<file path="src/timer_pkg.sv">
// shared constants for the sixteen-bit timer/counter with compare
package timer_pkg;

  // clock
  localparam int unsigned CLK_PERIOD_NS = 100;

  // tick periods per source code, as figures in ns
  localparam int unsigned TICK0_NS = 524_300_000;
  localparam int unsigned TICK1_NS = 512_000;
  localparam int unsigned TICK2_NS = 16_000;
  localparam int unsigned TICK3_NS = 500;
  localparam int unsigned TICK0_CYCLES = TICK0_NS / CLK_PERIOD_NS;
  localparam int unsigned TICK1_CYCLES = TICK1_NS / CLK_PERIOD_NS;
  localparam int unsigned TICK2_CYCLES = TICK2_NS / CLK_PERIOD_NS;
  localparam int unsigned TICK3_CYCLES = TICK3_NS / CLK_PERIOD_NS;
  localparam int unsigned DIV_W = 24;

  // compare blanking after a high-byte write, one machine cycle rounded up
  localparam int unsigned MACH_CYCLE_NS = 250;
  localparam int unsigned BLANK_CYCLES = (MACH_CYCLE_NS + CLK_PERIOD_NS - 1) / CLK_PERIOD_NS;

  // widths
  localparam int unsigned CNT_W = 16;

  // apb byte offsets
  localparam logic [7:0] OFF_CTRL    = 8'h00;
  localparam logic [7:0] OFF_CMP_LO  = 8'h04;
  localparam logic [7:0] OFF_CMP_HI  = 8'h08;
  localparam logic [7:0] OFF_COUNT   = 8'h0c;
  localparam logic [7:0] OFF_STATUS  = 8'h10;
  localparam logic [7:0] OFF_MASK    = 8'h14;

  // control field positions
  localparam int unsigned SRC_LSB   = 0;
  localparam int unsigned MODE_LSB  = 3;
  localparam int unsigned RUN_BIT   = 5;
  localparam int unsigned HALVE_BIT = 6;

  // source codes
  localparam logic [2:0] SRC_TAP0  = 3'h0;
  localparam logic [2:0] SRC_TAP1  = 3'h1;
  localparam logic [2:0] SRC_TAP2  = 3'h2;
  localparam logic [2:0] SRC_TAP3  = 3'h3;
  localparam logic [2:0] SRC_PIN   = 3'h7;

  // reset values
  localparam logic [2:0]  SRC_RST   = 3'h0;
  localparam logic [15:0] CMP_RST   = 16'hffff;
  localparam logic [0:0]  MASK_RST  = 1'h0;

  typedef enum logic [1:0] {
    MODE_TIMER,
    MODE_EVENT,
    MODE_WINDOW,
    MODE_RSVD
  } mode_e;

endpackage
</file>
<file path="src/tick_divider.sv">
// prescaler that emits a one-cycle tick every period clocks
`timescale 1ns/1ps
`default_nettype none
module tick_divider (
  // clock and reset
  input  wire logic                          pclk,
  input  wire logic                          presetn,
  // control
  input  wire logic                          enable,
  input  wire logic [timer_pkg::DIV_W-1:0]   period,
  // output
  output logic                               tick
);
  logic [timer_pkg::DIV_W-1:0] cnt_reg;
  logic [timer_pkg::DIV_W-1:0] cnt_next;
  logic                        tick_next;
  logic                        tick_reg;

  always_comb begin
    cnt_next  = cnt_reg + 1'b1;
    tick_next = 1'b0;
    if (!enable) begin
      cnt_next = '0;
    end else if (cnt_reg >= period - 1'b1) begin
      cnt_next  = '0;
      tick_next = 1'b1;
    end
  end

  always_ff @(posedge pclk or negedge presetn) begin
    if (!presetn) begin
      cnt_reg  <= '0;
      tick_reg <= 1'b0;
    end else begin
      cnt_reg  <= cnt_next;
      tick_reg <= tick_next;
    end
  end

  // a dropped enable also kills a tick already in flight
  assign tick = tick_reg & enable;
endmodule
`default_nettype wire

</file>
<file path="src/timer_counter_two_modes.sv">
// sixteen-bit up timer/counter with compare, three modes, apb registers
//
// Design decisions made here: the APB register port and the address map.
`timescale 1ns/1ps
`default_nettype none
module timer_counter_two_modes #(
  parameter logic [timer_pkg::DIV_W-1:0] TICK0_CYCLES = timer_pkg::DIV_W'(timer_pkg::TICK0_CYCLES),
  parameter logic [timer_pkg::DIV_W-1:0] TICK1_CYCLES = timer_pkg::DIV_W'(timer_pkg::TICK1_CYCLES)
) (
  // clock and reset
  input  wire logic        pclk,
  input  wire logic        presetn,
  // apb slave
  input  wire logic        psel,
  input  wire logic        penable,
  input  wire logic        pwrite,
  input  wire logic [7:0]  paddr,
  input  wire logic [31:0] pwdata,
  output logic [31:0]      prdata,
  output logic             pready,
  output logic             pslverr,
  // external pin
  input  wire logic        count_input_pin,
  // interrupts
  output logic             match_irq,
  output logic             irq
);
  localparam logic [1:0] BLANK_LOAD = 2'(timer_pkg::BLANK_CYCLES);

  // register state
  logic [2:0]                  source_clock_select_reg, source_clock_select_next;
  timer_pkg::mode_e            mode_reg, mode_next;
  logic                        run_control_reg, run_control_next;
  logic                        prescale_halve_select_reg, prescale_halve_select_next;
  logic [timer_pkg::CNT_W-1:0] compare_value_reg, compare_value_next;
  logic                        cmp_inhibit_reg, cmp_inhibit_next;
  logic [1:0]                  blank_reg, blank_next;
  logic                        status_reg, status_next;
  logic                        mask_reg, mask_next;
  logic [31:0]                 prdata_reg, prdata_next;
  // counting state
  logic [timer_pkg::CNT_W-1:0] count_reg, count_next;
  logic                        pin_prev_reg;
  logic                        match_reg, match_next;
  // internal nets
  logic                        wr_access;
  logic                        rd_setup;
  logic                        addr_ok;
  logic                        wr_high;
  logic                        tick;
  logic                        tap_valid;
  logic [timer_pkg::DIV_W-1:0] tap_period;
  logic                        pin_rise;
  logic                        pin_fall;
  logic                        cmp_live;
  logic                        inc;

  function automatic logic mapped(input logic [7:0] a);
    mapped = (a == timer_pkg::OFF_CTRL) || (a == timer_pkg::OFF_CMP_LO) ||
             (a == timer_pkg::OFF_CMP_HI) || (a == timer_pkg::OFF_COUNT) ||
             (a == timer_pkg::OFF_STATUS) || (a == timer_pkg::OFF_MASK);
  endfunction

  // apb: zero wait states, error on unmapped offsets
  assign wr_access = psel & penable & pwrite;
  assign rd_setup  = psel & ~penable & ~pwrite;
  assign addr_ok   = mapped(paddr);
  assign pready    = 1'b1;
  assign pslverr   = psel & penable & ~addr_ok;
  assign prdata    = prdata_reg;
  assign wr_high   = wr_access && paddr == timer_pkg::OFF_CMP_HI;

  // prescaler tap choice; reserved codes never tick
  always_comb begin
    tap_valid  = 1'b1;
    tap_period = timer_pkg::DIV_W'(timer_pkg::TICK3_CYCLES);
    case (source_clock_select_reg)
      timer_pkg::SRC_TAP0: tap_period = TICK0_CYCLES;
      timer_pkg::SRC_TAP1: tap_period = TICK1_CYCLES;
      timer_pkg::SRC_TAP2: tap_period = timer_pkg::DIV_W'(timer_pkg::TICK2_CYCLES);
      timer_pkg::SRC_TAP3: tap_period = timer_pkg::DIV_W'(timer_pkg::TICK3_CYCLES);
      default:             tap_valid  = 1'b0;
    endcase
    if (prescale_halve_select_reg) begin
      tap_period = tap_period << 1;
    end
  end

  tick_divider tick_divider_inst (
    .pclk    (pclk),
    .presetn (presetn),
    .enable  (run_control_reg & tap_valid),
    .period  (tap_period),
    .tick    (tick)
  );

  // register file
  always_comb begin
    source_clock_select_next   = source_clock_select_reg;
    mode_next                  = mode_reg;
    run_control_next           = run_control_reg;
    prescale_halve_select_next = prescale_halve_select_reg;
    compare_value_next         = compare_value_reg;
    cmp_inhibit_next           = cmp_inhibit_reg;
    blank_next                 = (blank_reg != 2'h0) ? blank_reg - 2'h1 : 2'h0;
    status_next                = status_reg;
    mask_next                  = mask_reg;
    prdata_next                = prdata_reg;
    if (wr_access) begin
      case (paddr)
        timer_pkg::OFF_CTRL: begin
          // mode and source are expected to change only with run clear
          source_clock_select_next   = pwdata[timer_pkg::SRC_LSB +: 3];
          mode_next                  = timer_pkg::mode_e'(pwdata[timer_pkg::MODE_LSB +: 2]);
          run_control_next           = pwdata[timer_pkg::RUN_BIT];
          prescale_halve_select_next = pwdata[timer_pkg::HALVE_BIT];
        end
        timer_pkg::OFF_CMP_LO: begin
          compare_value_next[7:0] = pwdata[7:0];
          cmp_inhibit_next        = 1'b1;
        end
        timer_pkg::OFF_CMP_HI: begin
          compare_value_next[15:8] = pwdata[7:0];
          cmp_inhibit_next         = 1'b0;
          blank_next               = BLANK_LOAD;
        end
        timer_pkg::OFF_STATUS: status_next = status_reg & ~pwdata[0];
        timer_pkg::OFF_MASK:   mask_next   = pwdata[0];
        default: ;
      endcase
    end
    // a match in the clearing cycle still sets the flag
    if (match_next) begin
      status_next = 1'b1;
    end
    if (rd_setup) begin
      case (paddr)
        timer_pkg::OFF_CTRL:   prdata_next = {25'h0, prescale_halve_select_reg, run_control_reg,
                                              mode_reg, source_clock_select_reg};
        timer_pkg::OFF_CMP_LO: prdata_next = {24'h0, compare_value_reg[7:0]};
        timer_pkg::OFF_CMP_HI: prdata_next = {24'h0, compare_value_reg[15:8]};
        timer_pkg::OFF_COUNT:  prdata_next = {16'h0, count_reg};
        timer_pkg::OFF_STATUS: prdata_next = {31'h0, status_reg};
        timer_pkg::OFF_MASK:   prdata_next = {31'h0, mask_reg};
        default:               prdata_next = 32'h0;
      endcase
    end
  end

  always_ff @(posedge pclk or negedge presetn) begin
    if (!presetn) begin
      source_clock_select_reg   <= timer_pkg::SRC_RST;
      mode_reg                  <= timer_pkg::MODE_TIMER;
      run_control_reg           <= 1'b0;
      prescale_halve_select_reg <= 1'b0;
      compare_value_reg         <= timer_pkg::CMP_RST;
      cmp_inhibit_reg           <= 1'b0;
      blank_reg                 <= 2'h0;
      status_reg                <= 1'b0;
      mask_reg                  <= timer_pkg::MASK_RST;
      prdata_reg                <= 32'h0;
    end else begin
      source_clock_select_reg   <= source_clock_select_next;
      mode_reg                  <= mode_next;
      run_control_reg           <= run_control_next;
      prescale_halve_select_reg <= prescale_halve_select_next;
      compare_value_reg         <= compare_value_next;
      cmp_inhibit_reg           <= cmp_inhibit_next;
      blank_reg                 <= blank_next;
      status_reg                <= status_next;
      mask_reg                  <= mask_next;
      prdata_reg                <= prdata_next;
    end
  end

  assign irq = status_reg & mask_reg;

  // counter core
  assign pin_rise = count_input_pin & ~pin_prev_reg;
  assign pin_fall = ~count_input_pin & pin_prev_reg;
  // timer and window compare every cycle, so the clear lands one cycle after the count reaches compare
  assign cmp_live = ~cmp_inhibit_reg && blank_reg == 2'h0 && count_reg == compare_value_reg;

  always_comb begin
    count_next = count_reg;
    match_next = 1'b0;
    inc        = 1'b0;
    case (mode_reg)
      timer_pkg::MODE_TIMER: begin
        // pin as clock in timer mode
        inc = (source_clock_select_reg == timer_pkg::SRC_PIN) ? pin_rise : tick;
        match_next = cmp_live;
      end
      timer_pkg::MODE_EVENT: begin
        inc        = pin_rise;
        match_next = cmp_live & pin_fall;
      end
      timer_pkg::MODE_WINDOW: begin
        // a gate edge near a tick can lose or gain one count
        inc        = tick & count_input_pin;
        match_next = cmp_live;
      end
      default: ;
    endcase
    if (!run_control_reg) begin
      match_next = 1'b0;
      count_next = '0;
    end else if (match_next) begin
      count_next = '0;
    end else if (inc) begin
      count_next = count_reg + 16'h1;
    end
  end

  always_ff @(posedge pclk or negedge presetn) begin
    if (!presetn) begin
      count_reg    <= '0;
      pin_prev_reg <= 1'b0;
      match_reg    <= 1'b0;
    end else begin
      count_reg    <= count_next;
      pin_prev_reg <= count_input_pin;
      match_reg    <= match_next;
    end
  end

  assign match_irq = match_reg;

  // checks
  match_clears_a: assert property (@(posedge pclk) disable iff (!presetn)
    match_irq |-> count_reg == 16'h0 && $past(count_reg) == $past(compare_value_reg))
    else $error("match did not clear a counter equal to compare");
  single_pulse_a: assert property (@(posedge pclk) disable iff (!presetn)
    match_irq && compare_value_reg != 16'h0 |=> !match_irq)
    else $error("match pulse longer than one cycle");
  stopped_clear_a: assert property (@(posedge pclk) disable iff (!presetn)
    !run_control_reg |=> count_reg == 16'h0 && !match_irq)
    else $error("counter not held at zero while stopped");
  event_fall_a: assert property (@(posedge pclk) disable iff (!presetn)
    match_irq && $past(mode_reg) == timer_pkg::MODE_EVENT |-> $past(pin_prev_reg) && !$past(count_input_pin))
    else $error("event match outside pin falling edge");
  event_rise_a: assert property (@(posedge pclk) disable iff (!presetn)
    run_control_reg && mode_reg == timer_pkg::MODE_EVENT && pin_rise |=> count_reg == $past(count_reg) + 16'h1)
    else $error("event edge not counted");
  window_gate_a: assert property (@(posedge pclk) disable iff (!presetn)
    run_control_reg && mode_reg == timer_pkg::MODE_WINDOW && !count_input_pin && !cmp_live |=> $stable(count_reg))
    else $error("window count moved with gate low");
  timer_tick_a: assert property (@(posedge pclk) disable iff (!presetn)
    run_control_reg && mode_reg == timer_pkg::MODE_TIMER && tick && !cmp_live |=> count_reg == $past(count_reg) + 16'h1)
    else $error("timer tick not counted");
  inhibit_hold_a: assert property (@(posedge pclk) disable iff (!presetn)
    cmp_inhibit_reg |=> !match_irq)
    else $error("match while compare inhibited");
  blank_window_a: assert property (@(posedge pclk) disable iff (!presetn)
    wr_high |=> ##1 !match_irq [*3])
    else $error("match inside blanking after high write");
  reserved_src_a: assert property (@(posedge pclk) disable iff (!presetn)
    mode_reg == timer_pkg::MODE_TIMER && (source_clock_select_reg == 3'h4 || source_clock_select_reg == 3'h5)
    && !cmp_live && run_control_reg |=> $stable(count_reg))
    else $error("reserved source advanced the counter");
  status_set_a: assert property (@(posedge pclk) disable iff (!presetn)
    match_irq |-> status_reg)
    else $error("match did not set status");
  rsvd_mode_a: assert property (@(posedge pclk) disable iff (!presetn)
    run_control_reg && mode_reg == timer_pkg::MODE_RSVD |=> $stable(count_reg))
    else $error("reserved mode moved the counter");
  window_tick_a: assert property (@(posedge pclk) disable iff (!presetn)
    run_control_reg && mode_reg == timer_pkg::MODE_WINDOW && tick && count_input_pin && !cmp_live
    |=> count_reg == $past(count_reg) + 16'h1)
    else $error("window tick not counted with gate high");
  event_no_fall_a: assert property (@(posedge pclk) disable iff (!presetn)
    mode_reg == timer_pkg::MODE_EVENT && !pin_fall |=> !match_irq)
    else $error("event match without pin falling edge");
  pin_clock_a: assert property (@(posedge pclk) disable iff (!presetn)
    run_control_reg && mode_reg == timer_pkg::MODE_TIMER && source_clock_select_reg == timer_pkg::SRC_PIN
    && pin_rise && !cmp_live |=> count_reg == $past(count_reg) + 16'h1)
    else $error("pin clock edge not counted");
  start_zero_a: assert property (@(posedge pclk) disable iff (!presetn)
    $rose(run_control_reg) |-> count_reg == 16'h0)
    else $error("counter did not start from zero");
  run_match_a: assert property (@(posedge pclk) disable iff (!presetn)
    match_irq |-> $past(run_control_reg))
    else $error("match while stopped");
  status_clear_a: assert property (@(posedge pclk) disable iff (!presetn)
    wr_access && paddr == timer_pkg::OFF_STATUS && pwdata[0] && !match_next |=> !status_reg)
    else $error("status write one did not clear");
endmodule
`default_nettype wire

</file>
<file path="config.mk">
export PLATFORM = sky130hd
export DESIGN_NAME = timer_counter_two_modes
export DESIGN_NICKNAME = d
export VERILOG_FILES = /design/src/timer_pkg.sv /design/src/tick_divider.sv /design/src/timer_counter_two_modes.sv
export SDC_FILE = /design/constraint.sdc
export NUM_CORES = 1
export LEC_CHECK = 0
export ABC_AREA = 1
export BUFFER_PORTS_ARGS = -buffer_cell sky130_fd_sc_hd__buf_4
export CAP_MARGIN = 20
export CORE_MARGIN = 2
export CORE_UTILIZATION = 60
export CTS_BUF_LIST = sky130_fd_sc_hd__clkbuf_16
export CTS_CLUSTER_DIAMETER = 60
export DETAILED_ROUTE_END_ITERATION = 16
export GPL_ROUTABILITY_DRIVEN = 0
export GPL_TIMING_DRIVEN = 0
export MAX_ROUTING_LAYER = met4
export PLACE_DENSITY = 0.83
export SLEW_MARGIN = 10
export SYNTH_ARGS = -nofsm -noshare
export SYNTH_HDL_FRONTEND = slang
export SYNTH_SLANG_ARGS = --single-unit
</file>
<file path="constraint.sdc">
create_clock -name pclk -period 6.46 [get_ports pclk]
set_input_delay 0.323 -clock pclk [delete_from_list [all_inputs] [get_ports pclk]]
set_output_delay 0.323 -clock pclk [all_outputs]
set_load 0.1 [all_outputs]
</file>
Word level (Yosys, flattened, before mapping)
Index checks and enable logic that the tools add are counted.
{"block": "totals", "ff_bits": 103, "in_bits": 46, "wordCells": 99}
{"block": "op_classes", "n_addsub": 4, "bitwise_logic": 20, "reduce_logical": 23, "n_mux": 22, "order_cmp": 1, "eq_ne": 13}
{"cell": "case mux 16 bit (6 select lines)", "n": 1}
{"cell": "2-to-1 mux 24 bit", "n": 3}
{"cell": "case mux 23 bit (3 select lines)", "n": 1}
{"cell": "2-to-1 mux 16 bit", "n": 3}
{"cell": "adder 24 x 1 -> 24 bit, second input constant", "n": 1}
{"cell": ">= comparator 24 bit", "n": 1}
{"cell": "subtractor 24 x 1 -> 24 bit, second input constant", "n": 1}
{"cell": "adder 16 x 1 -> 16 bit, second input constant", "n": 1}
{"cell": "equality test 16 bit", "n": 1}
{"cell": "equality test 8 x 4 -> 1 bit, second input constant", "n": 2}
{"cell": "equality test 8 x 5 -> 1 bit, second input constant", "n": 2}
{"cell": "AND 1 bit", "n": 13}
{"cell": "AND reduction 2 bit", "n": 6}
{"cell": "equality test 8 x 3 -> 1 bit, second input constant", "n": 1}
{"cell": "logical NOT 8 bit", "n": 1}
{"cell": "2-to-1 mux 1 bit", "n": 8}
{"cell": "nonzero test 2 bit", "n": 4}
{"cell": "NOT 1 bit", "n": 7}
{"cell": "equality test 3 x 2 -> 1 bit, second input constant", "n": 2}
{"cell": "2-to-1 mux 2 bit", "n": 3}
{"cell": "logical OR 1 bit", "n": 5}
{"cell": "logical NOT 2 bit", "n": 2}
{"cell": "case mux 1 bit (2 select lines)", "n": 2}
{"cell": "OR reduction 4 bit", "n": 1}
{"cell": "other kinds (10)", "n": 11}

Depth between registers and ports, before layout
Gate-level depths: netlist of run 1.
{"block": "logic_depth", "ltp_word": 10, "mapped_depth": 21}

Cells and area by module
A second synthesis of run 1 with hierarchy kept.
{"block": "unflattened", "cells_unflattened": 946, "hier_area_um2": 6459.9}
{"module": "timer_counter_two_modes", "n_inst": 1, "cells_each": 540, "seq_area_each_um2": 1571.5, "area_per_inst_um2": 3804.9}
{"module": "tick_divider", "n_inst": 1, "cells_each": 406, "seq_area_each_um2": 625.6, "area_per_inst_um2": 2655.0}

Least setup slack after synthesis of run 1
No wires, ideal clock.
{"block": "synth_timing", "path_type": "register to register", "from": "reg source_clock_select_reg[2]", "to": "reg tick_divider_inst.cnt_reg[11] (netlist bit)", "setup_ps": 72, "n_path_buf": 1, "stages_incl_launch_ff": 22, "slack_ps": 3638, "arrival_ps": 2751, "required_time_ps": 6388, "cell_sequence": "dfrtp_1 nor2_1 nand2_1 inv_1 nor2_4 nand2_1 ha_1 inv_1 a211oi_1 o21ai_0 inv_1 ha_1 nand2_1 inv_1 nand2_1 nand2_1 nand2_1 nand2_1 a21oi_1 nand2_1 buf_2 nor2_1"}
{"block": "synth_between", "elab_chain_cells": 7, "elab_cells_between_ends": 13, "cone_classes": "add/sub: 1; order compare: 1; eq/ne: 3; mux: 5; bitwise: 1; reduce/logical: 2"}
{"element": "start: declaration", "line": "timer_counter_two_modes.sv:31", "source": "logic [2:0] source_clock_select_reg, source_clock_select_next;"}
{"element": "start signal: assignment", "line": "timer_counter_two_modes.sv:152", "source": "source_clock_select_reg <= timer_pkg::SRC_RST;"}
{"element": "start signal: assignment", "line": "timer_counter_two_modes.sv:163", "source": "source_clock_select_reg <= source_clock_select_next;"}
{"element": "equality test 3 x 2 -> 1 bit, or another cell as far along", "line": "timer_counter_two_modes.sv:77", "source": "case (source_clock_select_reg)"}
{"element": "case mux 23 bit (3 select lines)", "line": "timer_counter_two_modes.sv:77"}
{"element": "2-to-1 mux 24 bit", "line": "timer_counter_two_modes.sv:84", "source": "if (prescale_halve_select_reg) begin"}
{"element": "subtractor 24 x 1 -> 24 bit", "line": "tick_divider.sv:24", "source": "end else if (cnt_reg >= period - 1'b1) begin"}
{"element": ">= comparator 24 bit", "line": "tick_divider.sv:24"}
{"element": "2-to-1 mux 24 bit", "line": "tick_divider.sv:24"}
{"element": "2-to-1 mux 24 bit (*)", "line": "tick_divider.sv:22", "source": "if (!enable) begin"}
{"element": "named net tick_divider_inst.cnt_next (one bit)", "line": "tick_divider.sv:15", "source": "logic [timer_pkg::DIV_W-1:0] cnt_next;"}
{"element": "end signal: assignment", "line": "tick_divider.sv:35", "source": "cnt_reg <= cnt_next;"}
{"element": "end: declaration", "line": "tick_divider.sv:14", "source": "logic [timer_pkg::DIV_W-1:0] cnt_reg;"}
The timed path passes the listed nets; every way through them passes the cells marked *.
A chain may end at the register's enable or synchronous reset.

Worst setup path after layout of run 1
{"block": "layout_timing", "from": "reg source_clock_select_reg[2]", "to": "reg tick_divider_inst.cnt_reg[18] (netlist bit)"}
The elaborated chain is that of the path after synthesis.

==> results.ini, run 1 <==
[global_routing]
grt_pass1_wl_um=24700
grt_max_degree=88
grt_pass1_vias=5373
grt_usage_pct=29.2
grt_overflow=0
antenna_found_initial=0

[synthesis]
ys_ff_latch=87
synth.avg_cell_area_um2=6.95
synth_fa_ha_area_share_pct=5.86
synth-seq-area-share_pct=36.8
synth_xor_area_share_pct=0.733
synth_compound_area_share_pct=9.15
synth_mux_area_share_pct=0
synthArstFlopShare_pct=100
synth_top_family_by_area=simple AND/OR/NAND/NOR gates
synthSimpleGateAreaFrac_pct=36.5
synth_ff_type=dfrtp_1
synth_area_um2=5980
ys_types=43
synth_warnings=0
synthCells=860
synth_edf_count=0

[drt]
num_vias=5605
wire_per_inst_um=13.6
drt_wl_total_um=14600
drt_iter0_markers=295
ant_nets=0
drt-pass1-iter-count=5
drc=0
viasPerCell=5.24

[worst_setup_path]
path_delay_family=simple AND/OR/NAND/NOR gates
path_cells=nor2_1 > nand2_1 > inv_1 > nor2_4 > nand2_1 > ha_1 > inv_1 > a211oi_1 > o21ai_0 > inv_1 > ha_1 > nand2_1 > inv_1 > nand2_1 > nand2_1 > nand2_1 > nand2_1 > a21oi_1 > nand2_1 > buf_2 > nor2_1
path_class=flip-flop to flip-flop
r2r_slack_ns=2.89
critPathCaptureType=flip-flop
worstPathArrival_ns=3.84
rr_startpoint=source_clock_select_reg[2]$_DFFE_PN0P_
slowest_delay_ns=0.47
crit_top_cell=nand2_1
ff2ff_path_depth=21
critPathBufInv=5
start_kind=flip-flop
crit_fanout=10
r2r-end=tick_divider_inst.cnt_reg[18]$_DFF_PN0_
crit_slowest_cell=dfrtp_1
cp_data_required_time_ns=6.73

[cts]
cts_tree=done
cts_buffer_depth=2
cts_inserted_buffers=9
clock_latency_ns=0.35
cts_setup_buffers=0
clock-root-buffer=clkbuf_16
clk_pin_slew_ns=0.06
clkSinkCount=87
cts.htree.levels=3

[status]
status=finished clean

[cells_and_area]
diodes=0
drive_gt1_share_pct=14.6
largest_reg_flops=24
area_growth_pct=14.8
fin_nets=1005

[sta]
hold_viol_final=0
rsz0062_at_grt=no
setup_violations=0
max-slew-margin-rel_pct=65.5
tightestPinTransition_ns=0.517
fmax_mhz=280
skew_ns=0.00582
drv_slew=0
hold_ws_ns=0.131
fin_crit_ns=3.57
fin_tns_setup_ns=0
min_period_over_period_pct=55.2

[min_path]
worstHoldStart=count_input_pin
hold_depth=1
hold_path_class=input pin to flip-flop
min_to=pin_prev_reg$_DFF_PN0_

[run]
cap_viol_max_count=0

[die]
initial_core_util_pct=61.4
die_h_um=104
die_w_um=104
fp.coreArea_um2=9730
die-area_um2=10800
fp-row-count=36
io_pins=82

[pwr]
power_density_nw_per_um2=179
vdd_drop_max_uv=150
p_leak_nw=3.47

[placement]
port_buffers=40
hpwl_um=10900

==> metal layers <==
layer  track usage (%)  vias up  part of all wire, %
li1                  -     2844                    -
met1              33.5     2528                   41
met2              48.9      173                   50
met5                 -        -                    0
met4              15.9        0                  5.1
met3              4.66       60                  4.6
==> synthesized netlist by cell type, types with 2 or more instances <==
| cell | n | area, um^2 |
|---|---|---|
| nor2_1 | 105 | 394 |
| nor2_2 | 2 | 12.5 |
| a21oi_1 | 18 | 90.1 |
| nand2_2 | 6 | 37.5 |
| nand3_2 | 3 | 30.0 |
| nor3_2 | 2 | 20.0 |
| buf_4 | 21 | 158 |
| xnor2_1 | 2 | 17.5 |
| buf_6 | 3 | 33.8 |
| buf_2 | 4 | 20.0 |
| nand2_1 | 271 | 1020 |
| nand4_1 | 7 | 43.8 |
| conb_1 | 2 | 7.51 |
| inv_2 | 3 | 11.3 |
| ha_1 | 28 | 350 |
| dfrtp_1 | 71 | 1780 |
| xor2_1 | 3 | 26.3 |
| clkbuf_1 | 2 | 7.51 |
| nand2_4 | 3 | 33.8 |
| o21ai_0 | 38 | 190 |
| o21ai_2 | 7 | 61.3 |
| dfstp_2 | 16 | 420 |
| inv_1 | 111 | 417 |
| o21a_1 | 2 | 15.0 |
| nand3_1 | 76 | 380 |
| nand3b_1 | 3 | 22.5 |
| o21ai_1 | 10 | 50.1 |
| nor2_4 | 5 | 56.3 |
| o31ai_1 | 10 | 75.1 |
| nor3_1 | 10 | 50.1 |
| nor3_4 | 4 | 65.1 |
==> kinds of logic (layout without fill, tap and decap cells) <==
logic type / count (synthesis) / count (layout)
AOI/OAI and AO/OA: 93 / 93
and+or+nand+nor: 500 / 500
xor gates and xnor gates: 5 / 5
adders and majority gates: 28 / 28
DFF: 87 / 87
buffers and inverters: 145 / 203
other: 2 / 20
==> area by class of cell <==
cell class,instances,area [um^2]
clock inverter,7,88.8
multi-input combinational,646,3200
timing repair buffer,42,338
tap,133,166
clock buffer,9,225
sequential,87,2200
inverter,115,432
fill,859,2870
buffer,30,219
==> worst max path at each step <==
stage          slack (ns)  cells past startpoint                                      end                                   start
2_1_floorplan        3.64                     21  tick_divider_inst.cnt_reg[11]$_DFF_PN0_  source_clock_select_reg[2]$_DFFE_PN0P_
3_5_place_dp         2.96                     21  tick_divider_inst.cnt_reg[18]$_DFF_PN0_  source_clock_select_reg[2]$_DFFE_PN0P_
6_report             2.89                     21  tick_divider_inst.cnt_reg[18]$_DFF_PN0_  source_clock_select_reg[2]$_DFFE_PN0P_
5_1_grt              2.43                     21  tick_divider_inst.cnt_reg[18]$_DFF_PN0_  source_clock_select_reg[2]$_DFFE_PN0P_
3_3_place_gp         3.00                     21  tick_divider_inst.cnt_reg[17]$_DFF_PN0_  source_clock_select_reg[2]$_DFFE_PN0P_
4_1_cts              2.92                     21  tick_divider_inst.cnt_reg[18]$_DFF_PN0_  source_clock_select_reg[2]$_DFFE_PN0P_
==> per-stage QoR <==
step / power (W) / cells / utilization, % / setup slack, ns / instance area, um^2
3_3_place_gp: 0.000684 / 1051 / 66.9 / 3.00 / 6510
4_1_cts: 0.00124 / 1067 / 70.2 / 2.92 / 6830
5_1_grt: 0.00127 / 1069 / 70.6 / 2.43 / 6860
3_5_place_dp: 0.000685 / 1051 / 66.9 / 2.96 / 6510
2_1_floorplan: 0.000650 / 878 / - / 3.64 / 6050
6_report: 0.00123 / 1069 / 70.6 / 2.89 / 6860
==> placed cells by master, fill, tap and decap left out, types with 4 or more instances in the layout <==
cell / instances
nor3_1: 10
o31ai_1: 10
buf_2: 4
nor2_1: 105
buf_4: 61
clkbuf_16: 9
nand2_1: 271
o21ai_2: 7
dfstp_2: 16
o21ai_0: 38
nand3_1: 76
inv_1: 112
ha_1: 28
a21oi_1: 18
o21ai_1: 10
nand2_2: 6
conb_1: 20
nor2_4: 5
dfrtp_1: 71
nand4_1: 7
nor3_4: 4
==> where the power goes <==
group / total, W / internal, W / switching [W]
Sequential: 0.000554 / 0.000550 / 0.00000342
Combinational: 0.000125 / 0.0000312 / 0.0000937
Clock: 0.000552 / 0.000336 / 0.000216
==> what timing repair did <==
action / 4_1_cts / 5_1_grt
endpoints found under the hold margin: 0 / 18
resized for setup: 0 / 0
hold buffers: 0 / 1
(Power assumes the default switching activity.)
==> run 2, diff against run 1 <==
--- a/config.mk
+++ b/config.mk
@@ -5,18 +5,18 @@
 export SDC_FILE = /design/constraint.sdc
 export NUM_CORES = 1
 export LEC_CHECK = 0
-export ABC_AREA = 1
+export ABC_AREA = 0
 export BUFFER_PORTS_ARGS = -buffer_cell sky130_fd_sc_hd__buf_4
 export CAP_MARGIN = 20
 export CORE_MARGIN = 2
-export CORE_UTILIZATION = 60
+export CORE_UTILIZATION = 57
 export CTS_BUF_LIST = sky130_fd_sc_hd__clkbuf_16
 export CTS_CLUSTER_DIAMETER = 60
 export DETAILED_ROUTE_END_ITERATION = 16
 export GPL_ROUTABILITY_DRIVEN = 0
 export GPL_TIMING_DRIVEN = 0
 export MAX_ROUTING_LAYER = met4
-export PLACE_DENSITY = 0.83
+export PLACE_DENSITY = 0.8
 export SLEW_MARGIN = 10
 export SYNTH_ARGS = -nofsm -noshare
 export SYNTH_HDL_FRONTEND = slang
==> constraint.sdc (replaced) <==
create_clock -name pclk -period 3.45 [get_ports pclk]
set_input_delay 0.1725 -clock pclk [delete_from_list [all_inputs] [get_ports pclk]]
set_output_delay 0.1725 -clock pclk [all_outputs]
set_load 0.1 [all_outputs]
==> results.ini, run 2 <==
[pwr]
vdd_drop_max_uv=240  ; was 150 uV
switching_power_w=0.000568  ; was 0.000313 W
netSwitchingFraction_pct=24.8  ; was 25.5%
p_int_w=0.00172  ; was 0.000917 W
pwr-share-clk_pct=45.3  ; was 44.9%
power_density_nw_per_um2=371  ; was 179 nW/um^2
seqPwrFrac_pct=45.3  ; was 45.0%
p_comb_share_pct=9.4  ; was 10.1%
p_leak_nw=2.73  ; was 3.47 nW

[cts]
clk_pin_slew_ns=0.07  ; was 0.06 ns
cts_buffer_depth=2  ; unchanged
clock_latency_ns=0.34  ; was 0.35 ns
cts.htree.levels=3  ; unchanged
clock-root-buffer=clkbuf_16  ; unchanged
clkSinkCount=87  ; unchanged
cts_tree=done  ; unchanged
cts_inserted_buffers=9  ; unchanged

[die]
die_w_um=99.7  ; was 104 um
die-area_um2=9950  ; was 10800 um^2
fp.coreArea_um2=8810  ; was 9730 um^2
die_h_um=99.7  ; was 104 um
initial_core_util_pct=59.3  ; was 61.4%
io_pins=82  ; unchanged
fp-row-count=34  ; was 36

[sta]
hold_ws_ns=0.0852  ; was 0.131 ns
skew_ns=0.0112  ; was 0.00582 ns
min_period_over_period_pct=96.0  ; was 55.2%
hold_viol_final=0  ; unchanged
setup_violations=0  ; unchanged
fin_crit_ns=3.31  ; was 3.57 ns
tightestPinTransition_ns=0.857  ; was 0.517 ns
setup_slack_ns=0.139  ; was 2.89 ns
fin_tns_setup_ns=0  ; unchanged
max-slew-margin-rel_pct=42.4  ; was 65.5%
drv_slew=0  ; unchanged
fmax_mhz=302  ; was 280 MHz

[cells_and_area]
drive_gt1_share_pct=24.9  ; was 14.6%
fillers=634  ; was 859
diodes=0  ; unchanged
regArea_um2=2200  ; about the same
fin_nets=664  ; was 1005
multi_input_area_um2=2860  ; was 3200 um^2
final_cell_mix=dfrtp_1, buf_4, nand2_1, xnor2_1  ; was nand2_1, inv_1, nor2_1, nand3_1, dfrtp_1
area_growth_pct=18.0  ; was 14.8%
mostFrequentLayoutCell=dfrtp_1  ; was nand2_1
largest_reg_flops=24  ; unchanged
layout.cells.non_filler=703  ; was 1069

[global_routing]
grt_max_degree=88  ; unchanged
grt_usage_pct=26.0  ; was 29.2%
grt_pass1_vias=4039  ; was 5373
grt_pass1_wl_um=19800  ; was 24700 um
antenna_found_initial=0  ; unchanged
grt_overflow=0  ; unchanged

[min_path]
hold_path_class=input pin to flip-flop  ; unchanged

[worst_setup_path]
cp_data_required_time_ns=3.70  ; was 6.73 ns
start_kind=flip-flop  ; unchanged
crit_fanout=11  ; was 10
worstPathArrival_ns=3.56  ; was 3.84 ns
slowest_delay_ns=0.49  ; was 0.47 ns
path_class=flip-flop to flip-flop  ; unchanged
crit_slowest_cell=dfrtp_2  ; was dfrtp_1
critPathCaptureType=flip-flop  ; unchanged
path_cells=a21oi_2 > nor2_1 > inv_1 > ha_1 > inv_2 > nor2_1 > a31oi_1 > ha_1 > a21oi_1 > o21ai_0 > a22oi_2 > nand3_2 > clkbuf_4 > nor3_1  ; was nor2_1 > nand2_1 > inv_1 > nor2_4 > nand2_1 > ha_1 > inv_1 > a211oi_1 > o21ai_0 > inv_1 > ha_1 > nand2_1 > inv_1 > nand2_1 > nand2_1 > nand2_1 > nand2_1 > a21oi_1 > nand2_1 > buf_2 > nor2_1

[placement]
hpwl_um=8610  ; was 10900 um
dp.cells=684  ; was 1051
port_buffers=40  ; unchanged
dpl_worst_slack_ns=-0.491  ; was 2.96 ns

[synthesis]
synthCells=517  ; was 860
synth.avg_cell_area_um2=10.1  ; was 6.95 um^2
synth_area_um2=5220  ; was 5980 um^2
synth-seq-area-share_pct=42.1  ; was 36.8%
synth_ff_type=dfrtp_1  ; unchanged
synth_largest_area_cell=dfrtp_1  ; unchanged
synth_area_leaders=dfrtp_1, dfstp_2, ha_1  ; was dfrtp_1, nand2_1, dfstp_2
ys_types=60  ; was 43
synth_top_area_share_pct=34.0  ; was 29.7%
yosysMostFrequentCell=dfrtp_1  ; was nand2_1
synth_warnings=0  ; unchanged
ys_ff_latch=87  ; unchanged
synthArstFlopShare_pct=100  ; unchanged
synth_common_cells=dfrtp_1, nand2_1, xnor2_1  ; was nand2_1, inv_1, nor2_1, nand3_1, dfrtp_1
synth_edf_count=0  ; unchanged

[drt]
drt_wl_total_um=12300  ; was 14600 um
drc=0  ; unchanged
drt_iter0_markers=267  ; was 295
viasPerCell=6.08  ; was 5.24
num_vias=4271  ; was 5605
wire_per_inst_um=17.5  ; was 13.6 um
ant_nets=0  ; unchanged
drt-pass1-iter-count=5  ; unchanged

[run]
cap_viol_max_count=0  ; unchanged

[status]
status=finished clean  ; unchanged

-- run 2: cell count changes in the layout (fill, tap and decap cells not counted), sizes merged, moves of 10 or more --
cell    previous run  this run
nand2            280        43
inv              115        17
nor2             112        28
nand3             79        27
o21ai             55        18
xnor2              2        29
mux2               0        24
xor2               3        20
clkbuf            11        24
nor3              16        29
nand4              7        17
-- run 2: worst paths after layout --
check,start,endpoint,slack [ns],cells past startpoint
setup / recovery,source_clock_select_reg[1]$_DFFE_PN0P_,tick_divider_inst.cnt_reg[13]$_DFF_PN0_,0.14,14
hold / removal,pwdata[4],compare_value_reg[4]$_DFFE_PN1P_,0.09,2
setup reg to reg,source_clock_select_reg[1]$_DFFE_PN0P_,tick_divider_inst.cnt_reg[13]$_DFF_PN0_,0.14,14
hold reg to reg,prdata[5]$_DFFE_PN0P_,prdata[5]$_DFFE_PN0P_,0.48,2
max in group asynchronous,presetn,compare_value_reg[9]$_DFFE_PN1P_,2.46,3
min in group asynchronous,presetn,tick_divider_inst.cnt_reg[17]$_DFF_PN0_,0.31,2
-- run 2: cell type report --
| type | instances | share of cell area [%] |
|---|---|---|
| Multi-Input combinational cell | 391 | 46.3 |
| Sequential cell | 87 | 35.7 |
| Timing Repair Buffer | 46 | 5.93 |
| Buffer | 39 | 3.84 |
| Clock buffer | 9 | 3.65 |
| Tap cell | 108 | 2.19 |
| Clock inverter | 7 | 1.44 |
| Inverter | 16 | 0.974 |
-- run 2: kinds of logic (layout without fill, tap and decap cells) --
kind of cell,after synthesis,in the layout,share of synthesized area (%)
buf+inv,57,117,5.51
mux,34,34,9.34
other cells,2,20,0.144
flops,87,87,42.1
fa+ha+maj,28,28,6.71
compound gates,77,77,10.1
xor+xnor,49,49,8.22
simple gates,183,183,17.9
-- run 2: power by group through the flow --
stage	Sequential, W	Combinational, W	Clock, W
final	0.00103	0.000215	0.00104
after global routing	0.00103	0.000229	0.00109
after CTS	0.00103	0.000208	0.00104
after detailed placement	0.00105	0.000206	0
after global placement	0.00105	0.000202	0
after floorplan	0.00105	0.000147	0
-- run 2: per-stage QoR --
| step | instance area [um^2] | total power [W] | utilization, % |
|---|---|---|---|
| after floorplan | 5290 | 0.00120 | - |
| final | 6170 | 0.00229 | 70.0 |
| after global routing | 6170 | 0.00235 | 70.0 |
| after CTS | 6060 | 0.00229 | 68.9 |
| after detailed placement | 5730 | 0.00126 | 65.1 |
| after global placement | 5730 | 0.00125 | 65.0 |
-- run 2: worst max-delay path: cells and delay by family, from the launching register on --
kind,cells,cell delay [ns]
compound gates,5,0.94
fa+ha+maj,2,0.57
simple gates,4,0.74
buf+inv,3,0.48
flops,1,0.49
-- run 2: what timing repair did --
item / in CTS / in global routing
setup endpoints to repair: 25 / 25
endpoints found under the hold margin: 1 / 29
hold buffers: 1 / 1
buffers inserted: 0 / 1
pin swaps: 0 / 2
gates resized for setup: 7 / 19
-- run 2: routing by layer --
metal / share of wire [%] / global-route usage [%] / up-vias
li1: - / - / 1974
met1: 45 / 36.0 / 2110
met2: 46 / 38.8 / 162
met3: 5.7 / 3.87 / 25
met4: 2.5 / 10.9 / 0
met5: 0 / - / -
==> run 3, diff against run 2 <==
--- a/config.mk
+++ b/config.mk
@@ -17,6 +17,7 @@
 export GPL_TIMING_DRIVEN = 0
 export MAX_ROUTING_LAYER = met4
 export PLACE_DENSITY = 0.8
+export REMOVE_ABC_BUFFERS = 1
 export SLEW_MARGIN = 10
 export SYNTH_ARGS = -nofsm -noshare
 export SYNTH_HDL_FRONTEND = slang
==> results.ini, run 3 (synthesis results as in run 2) <==
[status]
status=finished clean  ; unchanged

[sta]
min_period_over_period_pct=96.5  ; was 96.0%
tightestPinTransition_ns=1.07  ; was 0.857 ns
fin_crit_ns=3.33  ; was 3.31 ns
skew_ns=0.00841  ; was 0.0112 ns
hold_viol_final=0  ; unchanged
fmax_mhz=300  ; was 302 MHz
setup_violations=0  ; unchanged
drv_slew=0  ; unchanged
max-slew-margin-rel_pct=28.3  ; was 42.4%
hold_ws_ns=0.0845  ; was 0.0852 ns

[drt]
drt_wl_total_um=12000  ; was 12300 um
drc=0  ; unchanged
drt_iter0_markers=277  ; was 267
num_vias=4157  ; was 4271
ant_nets=0  ; unchanged
drt-pass1-iter-count=5  ; unchanged
viasPerCell=6.26  ; was 6.08
wire_per_inst_um=18.1  ; was 17.5 um

[cells_and_area]
mostFrequentLayoutCell=dfrtp_1  ; unchanged
largest_reg_flops=24  ; unchanged
fin_area_um2=5960  ; was 6170 um^2
area_growth_pct=14.1  ; was 18.0%
layout.cells.non_filler=664  ; was 703
final_cell_mix=dfrtp_1, nand2_1, buf_4, xnor2_1  ; was dfrtp_1, buf_4, nand2_1, xnor2_1
final_core_util_pct=67.7  ; was 70.0%
drive_gt1_share_pct=22.3  ; was 24.9%
diodes=0  ; unchanged
fin_nets=625  ; was 664

[worst_setup_path]
crit_slowest_cell=dfrtp_1  ; was dfrtp_2
critPathCaptureType=flip-flop  ; unchanged
start_kind=flip-flop  ; unchanged
crit_fanout=12  ; was 11
path_delay_family=compound AO/OA/AOI/OAI gates  ; unchanged
cp_data_required_time_ns=3.70  ; about the same
slowest_delay_ns=0.55  ; was 0.49 ns
critPathBufInv=2  ; was 3
worstPathArrival_ns=3.58  ; was 3.56 ns
path_class=flip-flop to flip-flop  ; unchanged
path_cells=a21oi_2 > nor2_1 > inv_1 > ha_1 > inv_1 > nand2_1 > a221o_1 > ha_1 > a21oi_1 > a21boi_0 > o311a_2 > nor3_1  ; was a21oi_2 > nor2_1 > inv_1 > ha_1 > inv_2 > nor2_1 > a31oi_1 > ha_1 > a21oi_1 > o21ai_0 > a22oi_2 > nand3_2 > clkbuf_4 > nor3_1

[global_routing]
antenna_found_initial=0  ; unchanged
top_usage_layer=met2  ; unchanged
grt_pass1_wl_um=19500  ; was 19800 um
grt_overflow=0  ; unchanged
grt_pass1_vias=3900  ; was 4039
grtUsageMet3_pct=4.22  ; was 3.87%
grt_max_degree=88  ; unchanged
met1_usage_pct=35.8  ; was 36.0%
met2_usage_pct=37.9  ; was 38.8%
grt_usage_pct=25.4  ; was 26.0%

[pwr]
p_leak_nw=2.59  ; was 2.73 nW
vdd_drop_max_uv=268  ; was 240 uV
p_comb_share_pct=8.6  ; was 9.4%
netSwitchingFraction_pct=24.9  ; was 24.8%
p_int_w=0.00171  ; was 0.00172 W
power_density_nw_per_um2=382  ; was 371 nW/um^2
seqPwrFrac_pct=45.5  ; was 45.3%
pwr-share-clk_pct=45.9  ; was 45.3%
switching_power_w=0.000567  ; was 0.000568 W
p_total_w=0.00228  ; was 0.00229 W

[die]
die-area_um2=9950  ; unchanged
fp-row-count=34  ; unchanged
die_w_um=99.7  ; unchanged
die_h_um=99.7  ; unchanged
initial_core_util_pct=59.3  ; unchanged
io_pins=82  ; unchanged
fp.coreArea_um2=8810  ; unchanged

[cts]
clkSinkCount=87  ; unchanged
clock-root-buffer=clkbuf_16  ; unchanged
cts.htree.levels=3  ; unchanged
clock_latency_ns=0.34  ; about the same
cts_tree=done  ; unchanged
cts_inserted_buffers=9  ; unchanged
clk_pin_slew_ns=0.07  ; about the same
cts_buffer_depth=2  ; unchanged

[min_path]
hold_path_class=input pin to flip-flop  ; unchanged

[placement]
place_area_um2=5500  ; was 5730 um^2
hpwl_um=7960  ; was 8610 um
port_buffers=40  ; unchanged
dp.cells=642  ; was 684

[run]
cap_viol_max_count=0  ; unchanged

[run 3: final timing paths]
kind	start	endpoint	slack (ns)	cells after the start
hold / removal	pwdata[7]	compare_value_reg[7]$_DFFE_PN1P_	0.08	2
min in group asynchronous	presetn	tick_divider_inst.cnt_reg[4]$_DFF_PN0_	0.28	2
max in group asynchronous	presetn	compare_value_reg[6]$_DFFE_PN1P_	2.50	3
setup reg to reg	source_clock_select_reg[1]$_DFFE_PN0P_	tick_divider_inst.cnt_reg[11]$_DFF_PN0_	0.12	12
hold reg to reg	prdata[4]$_DFFE_PN0P_	prdata[4]$_DFFE_PN0P_	0.48	2
setup / recovery	source_clock_select_reg[1]$_DFFE_PN0P_	tick_divider_inst.cnt_reg[11]$_DFF_PN0_	0.12	12
[run 3: metal layers]
metal | routed length (um) | vias to the layer above
met5 | 0 | -
met2 | 5640 | 168
met1 | 5490 | 2073
met4 | 195 | 0
li1 | - | 1896
met3 | 685 | 20
[run 3: per-stage QoR]
stage	setup TNS, ns	setup WS, ns
2_1_floorplan	0	0.414
3_3_place_gp	-7.24	-0.315
3_5_place_dp	-9.99	-0.415
4_1_cts	0	0.0604
5_1_grt	-0.0671	-0.0123
6_report	0	0.122
[run 3: final cells by class]
cell class	count	area (um^2)
fillers	640	2840
repair buffers	44	355
flip-flops and latches	87	2200
well taps	108	135
inverters	16	60.1
multi-input cells	393	2890
clock buffers	9	225
clock inverters	7	95.1
[run 3: power by group through the flow]
stage	clock, W	sequential (W)	combinational, W
3_5_place_dp	0	0.00105	0.000186
6_report	0.00104	0.00104	0.000195
2_1_floorplan	0	0.00105	0.000126
5_1_grt	0.00110	0.00104	0.000209
3_3_place_gp	0	0.00105	0.000182
4_1_cts	0.00106	0.00104	0.000189
[run 3: worst reg2reg max path: stages, from the launching register on]
cell and delay [ns]:
dfrtp_1 0.55, a21oi_2 0.14, nor2_1 0.14, inv_1 0.12
ha_1 0.26, inv_1 0.24, nand2_1 0.11, a221o_1 0.32
ha_1 0.30, a21oi_1 0.16, a21boi_0 0.18, o311a_2 0.50
nor3_1 0.24
[run 3: what timing repair did]
item,4_1_cts,5_1_grt
hold buffers,1,1
endpoints found under the hold margin,1,23
gates cloned,0,2
setup endpoints to repair,25,25
pin swaps,0,3
buffers inserted,0,1
gates resized for setup,5,7
